<file path="src/pkg/ald_pkg.sv">
// shared constants and types for the alu logic and division range block
package ald_pkg;

	// operand widths
	localparam int ACC_W  = 36;
	localparam int LONG_W = 32;
	localparam int WORD_W = 16;
	localparam int EXT_W  = 4;
	localparam int DVD_W  = 32;
	localparam int QUO_W  = 36;
	localparam int MAG_W  = 48;

	// accumulator field positions
	localparam int ACC_EXT_MSB = 35;
	localparam int ACC_EXT_LSB = 32;
	localparam int ACC_MID_MSB = 31;
	localparam int ACC_MID_LSB = 16;
	localparam int ACC_LOW_MSB = 15;
	localparam int ACC_LOW_LSB = 0;

	// reset values
	localparam logic [35:0] ACC_RST  = 36'h0_0000_0000;
	localparam logic [15:0] WORD_RST = 16'h0000;

	// quotient limits, fractional quotient counted in steps of 2^-15
	localparam logic signed [35:0] FRAC_Q_MIN = 36'shF_FFFF_8000;
	localparam logic signed [35:0] FRAC_Q_MAX = 36'sh0_0000_7FFE;
	localparam logic signed [35:0] INT_Q_MIN  = 36'shF_FFFF_8000;
	localparam logic signed [35:0] INT_Q_MAX  = 36'sh0_0000_7FFF;

	typedef enum logic [1:0] {
		LOP_AND,
		LOP_OR,
		LOP_XOR,
		LOP_NOT
	} ald_lop_e;

	typedef enum logic [2:0] {
		SRC_X_LOW,
		SRC_Y_LOW,
		SRC_Y_HIGH,
		SRC_Y_PAIR,
		SRC_ACC_OTHER
	} ald_src_e;

	typedef enum logic [2:0] {
		LD_X_LOW,
		LD_Y_LOW,
		LD_Y_HIGH,
		LD_ACC_A,
		LD_ACC_B
	} ald_ld_e;

endpackage : ald_pkg

</file>
<file path="src/pkg/ald_div_if.sv">
// division range check request and verdict between core and checker
`timescale 1ns/100ps
interface ald_div_if;
	import ald_pkg::*;

	logic                    req;
	logic                    frac;
	logic signed [DVD_W-1:0] dividend;
	logic signed [WORD_W-1:0] divisor;
	logic signed [QUO_W-1:0] quotient;
	logic                    done;
	logic                    ovf;

	modport core (output req, output frac, output dividend, output divisor,
		output quotient, input done, input ovf);
	modport chk (input req, input frac, input dividend, input divisor,
		input quotient, output done, output ovf);

endinterface : ald_div_if

</file>
<file path="src/rtl/ald_alu_logic.sv">
// data alu logic unit with accumulators, data registers and division range check
//
// What this block does
// - fractional quotient must lie from -1.0 to below 1.0 minus one step
// - fractional division with dividend larger than divisor always overflows
// - integer quotient must fit the signed 16-bit range
// - a quotient that does not fit its destination is flagged as overflow
// - logic operations exist for 16-bit and 32-bit operands
// - logic operations use raw bits, integer or fractional alike
// - 16-bit operations use accumulator middle word or a 16-bit data register
// - 32-bit operations use accumulator middle and low words or the register pair
// - and, or, exclusive-or exist at both widths
// - inversion exists only for 16-bit operands
// - accumulator is 4-bit extension, 16-bit middle word, 16-bit low word
`timescale 1ns/100ps
module ald_alu_logic
	import ald_pkg::*;
(
	// clock, reset, enable
	input  wire logic                    mclk_i,
	input  wire logic                    arst_n_i,
	input  wire logic                    ce_i,
	// register load port
	input  wire logic                    ld_valid_i,
	input  wire ald_ld_e                 ld_sel_i,
	input  wire logic [ACC_W-1:0]        ld_data_i,
	// logic operation request
	input  wire logic                    op_valid_i,
	input  wire ald_lop_e                op_code_i,
	input  wire logic                    op_long_i,
	input  wire ald_src_e                op_src_i,
	input  wire logic                    op_dst_b_i,
	output logic                         op_done_o,
	output logic                         op_illegal_o,
	// register contents
	output logic [ACC_W-1:0]             acc_a_o,
	output logic [ACC_W-1:0]             acc_b_o,
	output logic [WORD_W-1:0]            data_reg_x_low_o,
	output logic [WORD_W-1:0]            data_reg_y_low_o,
	output logic [WORD_W-1:0]            data_reg_y_high_o,
	// division range check
	input  wire logic                    div_req_i,
	input  wire logic                    div_frac_i,
	input  wire logic signed [DVD_W-1:0] div_dividend_i,
	input  wire logic signed [WORD_W-1:0] div_divisor_i,
	input  wire logic signed [QUO_W-1:0] div_quotient_i,
	output logic                         div_done_o,
	output logic                         div_ovf_o
);

	// one bitwise operator for either width, format blind
	function automatic logic [LONG_W-1:0] lop_f(input ald_lop_e op,
		input logic [LONG_W-1:0] d, input logic [LONG_W-1:0] s);
		case (op)
			LOP_AND: lop_f = d & s;
			LOP_OR:  lop_f = d | s;
			LOP_XOR: lop_f = d ^ s;
			LOP_NOT: lop_f = ~d;
			default: lop_f = d;
		endcase
	endfunction : lop_f

	logic [ACC_W-1:0]  acc_a_reg;
	logic [ACC_W-1:0]  acc_b_reg;
	logic [WORD_W-1:0] x_low_reg;
	logic [WORD_W-1:0] y_low_reg;
	logic [WORD_W-1:0] y_high_reg;
	logic              done_reg;
	logic              illegal_reg;

	logic [ACC_W-1:0]  dst_acc;
	logic [ACC_W-1:0]  oth_acc;
	logic [WORD_W-1:0] src_word;
	logic [LONG_W-1:0] src_long;
	logic [LONG_W-1:0] res_word_full;
	logic [LONG_W-1:0] res_long;
	logic [ACC_W-1:0]  acc_next;
	logic              illegal;
	logic              exec;
	logic              ld_take;

	assign dst_acc = op_dst_b_i ? acc_b_reg : acc_a_reg;
	assign oth_acc = op_dst_b_i ? acc_a_reg : acc_b_reg;

	// source operand selection
	always_comb begin
		src_word = WORD_RST;
		src_long = {WORD_RST, WORD_RST};
		case (op_src_i)
			SRC_X_LOW:     src_word = x_low_reg;
			SRC_Y_LOW:     src_word = y_low_reg;
			SRC_Y_HIGH:    src_word = y_high_reg;
			SRC_Y_PAIR:    src_long = {y_high_reg, y_low_reg};
			SRC_ACC_OTHER: begin
				src_word = oth_acc[ACC_MID_MSB:ACC_MID_LSB];
				src_long = oth_acc[ACC_MID_MSB:ACC_LOW_LSB];
			end
			default: begin
				src_word = WORD_RST;
				src_long = {WORD_RST, WORD_RST};
			end
		endcase
	end

	// width, operation and source combinations that do not exist
	always_comb begin
		illegal = 1'b0;
		if (op_long_i) begin
			if (op_code_i == LOP_NOT) begin
				illegal = 1'b1;
			end
			if (op_src_i != SRC_Y_PAIR && op_src_i != SRC_ACC_OTHER) begin
				illegal = 1'b1;
			end
		end else if (op_src_i == SRC_Y_PAIR) begin
			illegal = 1'b1;
		end
	end

	assign exec    = ce_i && op_valid_i && !illegal;
	assign ld_take = ce_i && ld_valid_i && !op_valid_i;

	// results: word result in the middle word, long result over middle and low
	assign res_word_full = lop_f(op_code_i, {WORD_RST, dst_acc[ACC_MID_MSB:ACC_MID_LSB]},
		{WORD_RST, src_word});
	assign res_long = lop_f(op_code_i, dst_acc[ACC_MID_MSB:ACC_LOW_LSB], src_long);

	always_comb begin
		acc_next = dst_acc;
		if (op_long_i) begin
			acc_next[ACC_MID_MSB:ACC_LOW_LSB] = res_long;
		end else begin
			acc_next[ACC_MID_MSB:ACC_MID_LSB] = res_word_full[WORD_W-1:0];
		end
	end

	// accumulator a
	always_ff @(posedge mclk_i or negedge arst_n_i) begin
		if (!arst_n_i) begin
			acc_a_reg <= ACC_RST;
		end else if (exec && !op_dst_b_i) begin
			acc_a_reg <= acc_next;
		end else if (ld_take && ld_sel_i == LD_ACC_A) begin
			acc_a_reg <= ld_data_i;
		end
	end

	// accumulator b
	always_ff @(posedge mclk_i or negedge arst_n_i) begin
		if (!arst_n_i) begin
			acc_b_reg <= ACC_RST;
		end else if (exec && op_dst_b_i) begin
			acc_b_reg <= acc_next;
		end else if (ld_take && ld_sel_i == LD_ACC_B) begin
			acc_b_reg <= ld_data_i;
		end
	end

	// 16-bit data registers
	always_ff @(posedge mclk_i or negedge arst_n_i) begin
		if (!arst_n_i) begin
			x_low_reg  <= WORD_RST;
			y_low_reg  <= WORD_RST;
			y_high_reg <= WORD_RST;
		end else if (ld_take) begin
			case (ld_sel_i)
				LD_X_LOW:  x_low_reg  <= ld_data_i[ACC_LOW_MSB:ACC_LOW_LSB];
				LD_Y_LOW:  y_low_reg  <= ld_data_i[ACC_LOW_MSB:ACC_LOW_LSB];
				LD_Y_HIGH: y_high_reg <= ld_data_i[ACC_LOW_MSB:ACC_LOW_LSB];
				default:   x_low_reg  <= x_low_reg;
			endcase
		end
	end

	// completion and refusal pulses
	always_ff @(posedge mclk_i or negedge arst_n_i) begin
		if (!arst_n_i) begin
			done_reg    <= 1'b0;
			illegal_reg <= 1'b0;
		end else if (ce_i) begin
			done_reg    <= op_valid_i && !illegal;
			illegal_reg <= op_valid_i && illegal;
		end
	end

	assign acc_a_o           = acc_a_reg;
	assign acc_b_o           = acc_b_reg;
	assign data_reg_x_low_o  = x_low_reg;
	assign data_reg_y_low_o  = y_low_reg;
	assign data_reg_y_high_o = y_high_reg;
	assign op_done_o         = done_reg;
	assign op_illegal_o      = illegal_reg;

	// division range check
	ald_div_if div_bus ();

	assign div_bus.req      = div_req_i;
	assign div_bus.frac     = div_frac_i;
	assign div_bus.dividend = div_dividend_i;
	assign div_bus.divisor  = div_divisor_i;
	assign div_bus.quotient = div_quotient_i;
	assign div_done_o       = div_bus.done;
	assign div_ovf_o        = div_bus.ovf;

	ald_div_range u_div_range (
		.mclk_i   (mclk_i),
		.arst_n_i (arst_n_i),
		.ce_i     (ce_i),
		.div      (div_bus.chk)
	);
endmodule : ald_alu_logic

</file>
<file path="src/rtl/ald_div_range.sv">
// division overflow range checker
`timescale 1ns/100ps
module ald_div_range
	import ald_pkg::*;
(
	// clock, reset, enable
	input  wire logic mclk_i,
	input  wire logic arst_n_i,
	input  wire logic ce_i,
	// request and verdict
	ald_div_if.chk    div
);

	function automatic logic [MAG_W-1:0] mag_f(input logic signed [MAG_W-1:0] v);
		mag_f = v[MAG_W-1] ? MAG_W'(-v) : MAG_W'(v);
	endfunction : mag_f

	logic signed [MAG_W-1:0] dvd_ext;
	logic signed [MAG_W-1:0] dvs_ext;
	logic                    mag_big;
	logic                    frac_out;
	logic                    int_out;
	logic                    ovf_next;
	logic                    done_reg;
	logic                    ovf_reg;

	// divisor aligned to the dividend's binary point
	assign dvd_ext  = {{(MAG_W-DVD_W){div.dividend[DVD_W-1]}}, div.dividend};
	assign dvs_ext  = {{(MAG_W-DVD_W){div.divisor[WORD_W-1]}}, div.divisor, WORD_RST};
	assign mag_big  = mag_f(dvd_ext) > mag_f(dvs_ext);
	assign frac_out = (div.quotient < FRAC_Q_MIN) || (div.quotient > FRAC_Q_MAX);
	assign int_out  = (div.quotient < INT_Q_MIN) || (div.quotient > INT_Q_MAX);
	assign ovf_next = div.frac ? (frac_out || mag_big) : int_out;

	always_ff @(posedge mclk_i or negedge arst_n_i) begin
		if (!arst_n_i) begin
			done_reg <= 1'b0;
			ovf_reg  <= 1'b0;
		end else if (ce_i) begin
			done_reg <= div.req;
			if (div.req) begin
				ovf_reg <= ovf_next;
			end
		end
	end

	assign div.done = done_reg;
	assign div.ovf  = ovf_reg;
endmodule : ald_div_range

</file>
<file path="config.mk">
export PLATFORM = sky130hd
export DESIGN_NAME = ald_alu_logic
export DESIGN_NICKNAME = d
export VERILOG_FILES = /design/src/pkg/ald_pkg.sv /design/src/pkg/ald_div_if.sv /design/src/rtl/ald_alu_logic.sv /design/src/rtl/ald_div_range.sv
export SDC_FILE = /design/constraint.sdc
export NUM_CORES = 1
export LEC_CHECK = 0
export BUFFER_PORTS_ARGS = -buffer_cell sky130_fd_sc_hd__buf_2
export CAP_MARGIN = 10
export CORE_ASPECT_RATIO = 1.5
export CORE_MARGIN = 2
export CORE_UTILIZATION = 33
export CTS_CLUSTER_SIZE = 24
export DETAILED_ROUTE_END_ITERATION = 10
export PLACE_DENSITY = 0.49
export SLEW_MARGIN = 20
export SYNTH_ARGS = -nofsm -noshare
export SYNTH_HDL_FRONTEND = slang
export SYNTH_HIERARCHICAL = 1
export SYNTH_SLANG_ARGS = --single-unit
</file>
<file path="constraint.sdc">
create_clock -name mclk_i -period 2.5 [get_ports mclk_i]
set_input_delay 0.5 -clock mclk_i [delete_from_list [all_inputs] [get_ports mclk_i]]
set_output_delay 0.5 -clock mclk_i [all_outputs]
set_load 0.005 [all_outputs]
</file>
==> results.md <==
Drt:
- After detailed routing, the total wire length is 40.07 mm.
- The antenna violation net count after detailed routing is 0.
- Dividing the detail-routed wire length by the instance count gives 19.56 microns.
- The residual DRC count is 0.
- In this run, the number of DRC markers left after iteration 0 of detailed routing was 435.
- Before antenna repair, the detailed router went through 5 iterations.
- The total number of vias is 10930.
- Using the TritonRoute via totals, the vias-per-cell ratio works out to 5.336.

Timing:
- The headroom to the max-slew limit is 0.2428.
- Setup repair after global routing could not meet its margin everywhere.
- The final setup violation count is 5.
- At the pin with the least slew margin, the transition time is 1133 ps.
- The hold violation count in the final report came to 0.
- The largest clock skew in the final design is 11.12 ps.
- The worst-case setup margin in the final layout is -823.4 ps.
- The final clock period utilization by the worst path is 1.329.
- The max-slew violation count is 0.
- The clock period minus final worst setup slack is 3323 ps.
- The achievable frequency is 300.9 MHz.

Clock network:
- The clock tree from TritonCTS is done.
- Clock-pin slew was measured on the worst setup and hold paths at 60 ps.
- The count of clock tree sinks is 124.
- The number of H-tree levels is 4.
- The later pin in the worst-skew pair is clocked with a latency of 450 ps.
- The clock root buffer is clkbuf_16.
- The clock passes through at most 2 buffers.
- The number of buffers inserted during clock tree synthesis is 17.

Synth:
- Of the total synthesized cell area, the portion taken by XOR and XNOR cells is 0.02175.
- The average footprint of a synthesized cell is 9.466 sq um.
- The multiplexer area fraction after synthesis is 0.1869.
- In the synthesized netlist the dominant register cell turns out to be dfrtp_1.
- The share of the synthesized area in compound gates (AO/OA/AOI/OAI) is 0.1768.
- Synthesis handed over a netlist of 1191 instances.
- Yosys printed 6 warnings.
- The number of library cell types mapped by synthesis is 69.
- The largest family of logic cells by synthesized area is multiplexers.
- The cell type with the largest total area after synthesis is dfrtp_1.
- By area the synthesized netlist is led by dfrtp_1, ha_1, mux2_2.
- The simple-gate share of the synthesized area is 0.1311.
- The number of flip-flops and latches in the synthesized netlist is 124.
- Counting instances in the post-synthesis netlist gives the leading cell types as ha_1, dfrtp_1, nor2_1, inv_1, mux2_2.
- The most frequent cell after synthesis is ha_1.
- Of the total synthesized cell area, the portion taken by full adders, half adders and majority gates is 0.1443.
- The count of flip-flops with a built-in enable after synthesis is 0.
- The area fraction of the dominant cell type after synthesis is 0.2752.
- The mapped netlist covers 0.01127 sq mm.
- For this run, the register share of the synthesized area comes to 0.2752.
- The share of synthesized flip-flops with an asynchronous set or reset is 1.000.

Global route:
- Global routing finished with a remaining overflow of 0.
- The number of antenna violations at the first check in global routing came to 3.
- Entering global routing, the biggest net connects 51 pins.
- The via count of the first global-routing pass was 11130.
- The first global-routing pass estimated 60.98 mm of wire.
- The overall global routing resource usage is 0.2212.

Critical path:
- The number of cell instances on the worst register-to-register path is 10.
- The worst register-to-register path ends at acc_a_o[27].
- The cell with the biggest individual delay on the critical path is or4_4.
- The kind of end point of the critical path is a flip-flop.
- In this design, the stage delay of the slowest critical-path cell is 560 ps.
- In this run the worst setup path terminates at u_div_range/div.ovf.
- Setup slack on the worst reg-to-reg path comes out at -140 ps.
- The startpoint of the lowest-slack register-to-register path is acc_a_o[27].
- The worst setup path is launched from an input port.
- The cell that appears most often on the critical path is nand4_1.
- The start point of the critical path is div_dividend_i[11].
- Along the worst path, the maximum fanout reaches 5.
- Traced cell by cell, the critical path runs through buf_2 -> buf_4 -> nor4_1 -> nand4b_1 -> nand2b_1 -> o21ai_0 -> xnor2_1 -> ha_1 -> nand4_1 -> or4_4 -> a2111oi_4 -> nand4_1 -> nor4_2 -> o21ai_1.
- The required time at the endpoint of the critical path is 2840 ps.
- At the worst endpoint, the arrival time is 3660 ps.
- The setup path with the least slack is of type in -> reg.

Floorplan:
- The total core area is 0.03355 sq mm.
- The horizontal die dimension is 154.9 microns.
- The number of ports placed on the die boundary is 261.
- The die covers 0.03569 sq mm.
- The die is 230.4 microns tall.
- For this configuration, the core starts out at a cell density of 0.3361.
- The number of rows created at floorplan is 82.

Placement:
- OpenSTA, run right after detailed placement, puts the worst setup slack at -1508 ps.
- The HPWL after detailed placement is 30.80 mm.
- The number of buffers inserted by port buffering is 260.
- At the end of routability-driven placement, the weighted congestion stood at 0.8440.

Layout:
- The share of the core filled with cells in the final layout is 0.4635.
- The final-layout fill cell count is 3234.
- Of the cells placed in the final design, the portion with a size suffix greater than 1 is 0.4045.
- The number of antenna diodes in the final layout is 0.
- The multi-input combinational cell area is 0.007943 sq mm.
- The sequential cell area is 0.003104 sq mm.
- At the end of the flow, the number of nets in the layout was 1883.
- Compared with the post-synthesis result, the final layout area differs by 37.91%.

Power and ir drop:
- In this run the static leakage power is 8.099 nW.
- VDD sags by at most 551.6 uV.
- Dividing total power by cell area gives a power density of 620.9 mW/mm^2.
- The total power draw is 9.654 mW.

Flow run:
- The tool flagged a number of max-cap violations equal to 0.

Run status:
- The checks that failed: negative setup slack.
- The run finished, with violations left.

Worst hold path:
- In this run the worst hold path is classified as in -> reg.
cells in the final DEF, fill, tap and decap left out, types with 13 or more instances in the layout:
cell type	count
a21oi_1	35
nand2_1	53
inv_1	103
nand4_1	19
o21ai_0	25
clkbuf_16	19
a221o_1	79
nor2_1	98
xnor2_1	16
dfrtp_1	123
ha_1	129
buf_6	15
o21a_1	17
a21oi_2	21
mux2_2	86
buf_2	252
mux4_2	15
buf_4	157
o22ai_1	13
mux2i_1	74
conb_1	32
power breakdown:
group	internal (mW)	switching [mW]
registers	2.52	0.608
clock network	1.57	1.00
logic	2.05	1.91
total	6.13	3.52
metal layers:
| metal | GRT usage | wire length, microns | vias to the layer above |
|---|---|---|---|
| li1 | - | - | 5245 |
| met1 | 0.2368 | 15300 | 5328 |
| met2 | 0.4157 | 21430 | 287 |
| met3 | 0.03905 | 1926 | 69 |
| met4 | 0.1039 | 1399 | 4 |
| met5 | 0 | 24 | - |
worst min path at each step:
stage                     cells after the start          start     endpoint
after detailed placement                      1       arst_n_i  acc_b_o[32]
after floorplan                               0       arst_n_i   acc_a_o[0]
after global placement                        1       arst_n_i  acc_b_o[32]
final                                         2  ld_data_i[33]  acc_b_o[33]
after CTS                                     2  ld_data_i[35]  acc_b_o[35]
after global routing                          2  ld_data_i[35]  acc_a_o[35]
timing repair:
item	4_1_cts	5_1_grt
buffers inserted	8	6
endpoints found under the hold margin	39	0
gates cloned	1	3
hold buffers	1	0
resized for setup	37	66
pin swaps	13	26
setup endpoints to repair	48	53
kinds of logic (layout without fill, tap and decap cells):
family	after synthesis	in the layout
AND/OR/NAND/NOR	291	293
AO/OA/AOI/OAI	261	261
multiplexers	181	181
buffers and inverters	174	580
adder cells (fa/ha/maj)	130	130
flip-flops	124	124
XOR/XNOR	28	28
other	2	32
worst max-delay path, delay by kind of cell:
kind / cells / cell delay, ps
and+or+nand+nor: 7 / 1870
xor gates and xnor gates: 1 / 110
AOI/OAI and AO/OA: 3 / 630
adders and majority gates: 1 / 310
buffers and inverters: 2 / 240
layout make-up:
cell class,instances,share of cell area
clock inverters,14,0.01102
multi-input cells,925,0.5108
flip-flops and latches,124,0.1996
clock buffers,18,0.02760
repair buffers,445,0.1922
well taps,420,0.03380
inverters,103,0.02487
per-stage QoR:
| step | TNS [ps] | std cells | area (sq um) | hold slack, ps |
|---|---|---|---|---|
| floorplan | -5211 | 1221 | 11530 | 204.4 |
| global placement | -35480 | 2002 | 14340 | 464.5 |
| detailed placement | -37080 | 2002 | 14340 | 468.7 |
| CTS | -1169 | 2043 | 15190 | 279.0 |
| global route | -2327 | 2049 | 15550 | 294.0 |
| finish | -1220 | 2049 | 15550 | 297.3 |
Power figures use the tool's default switching activity.
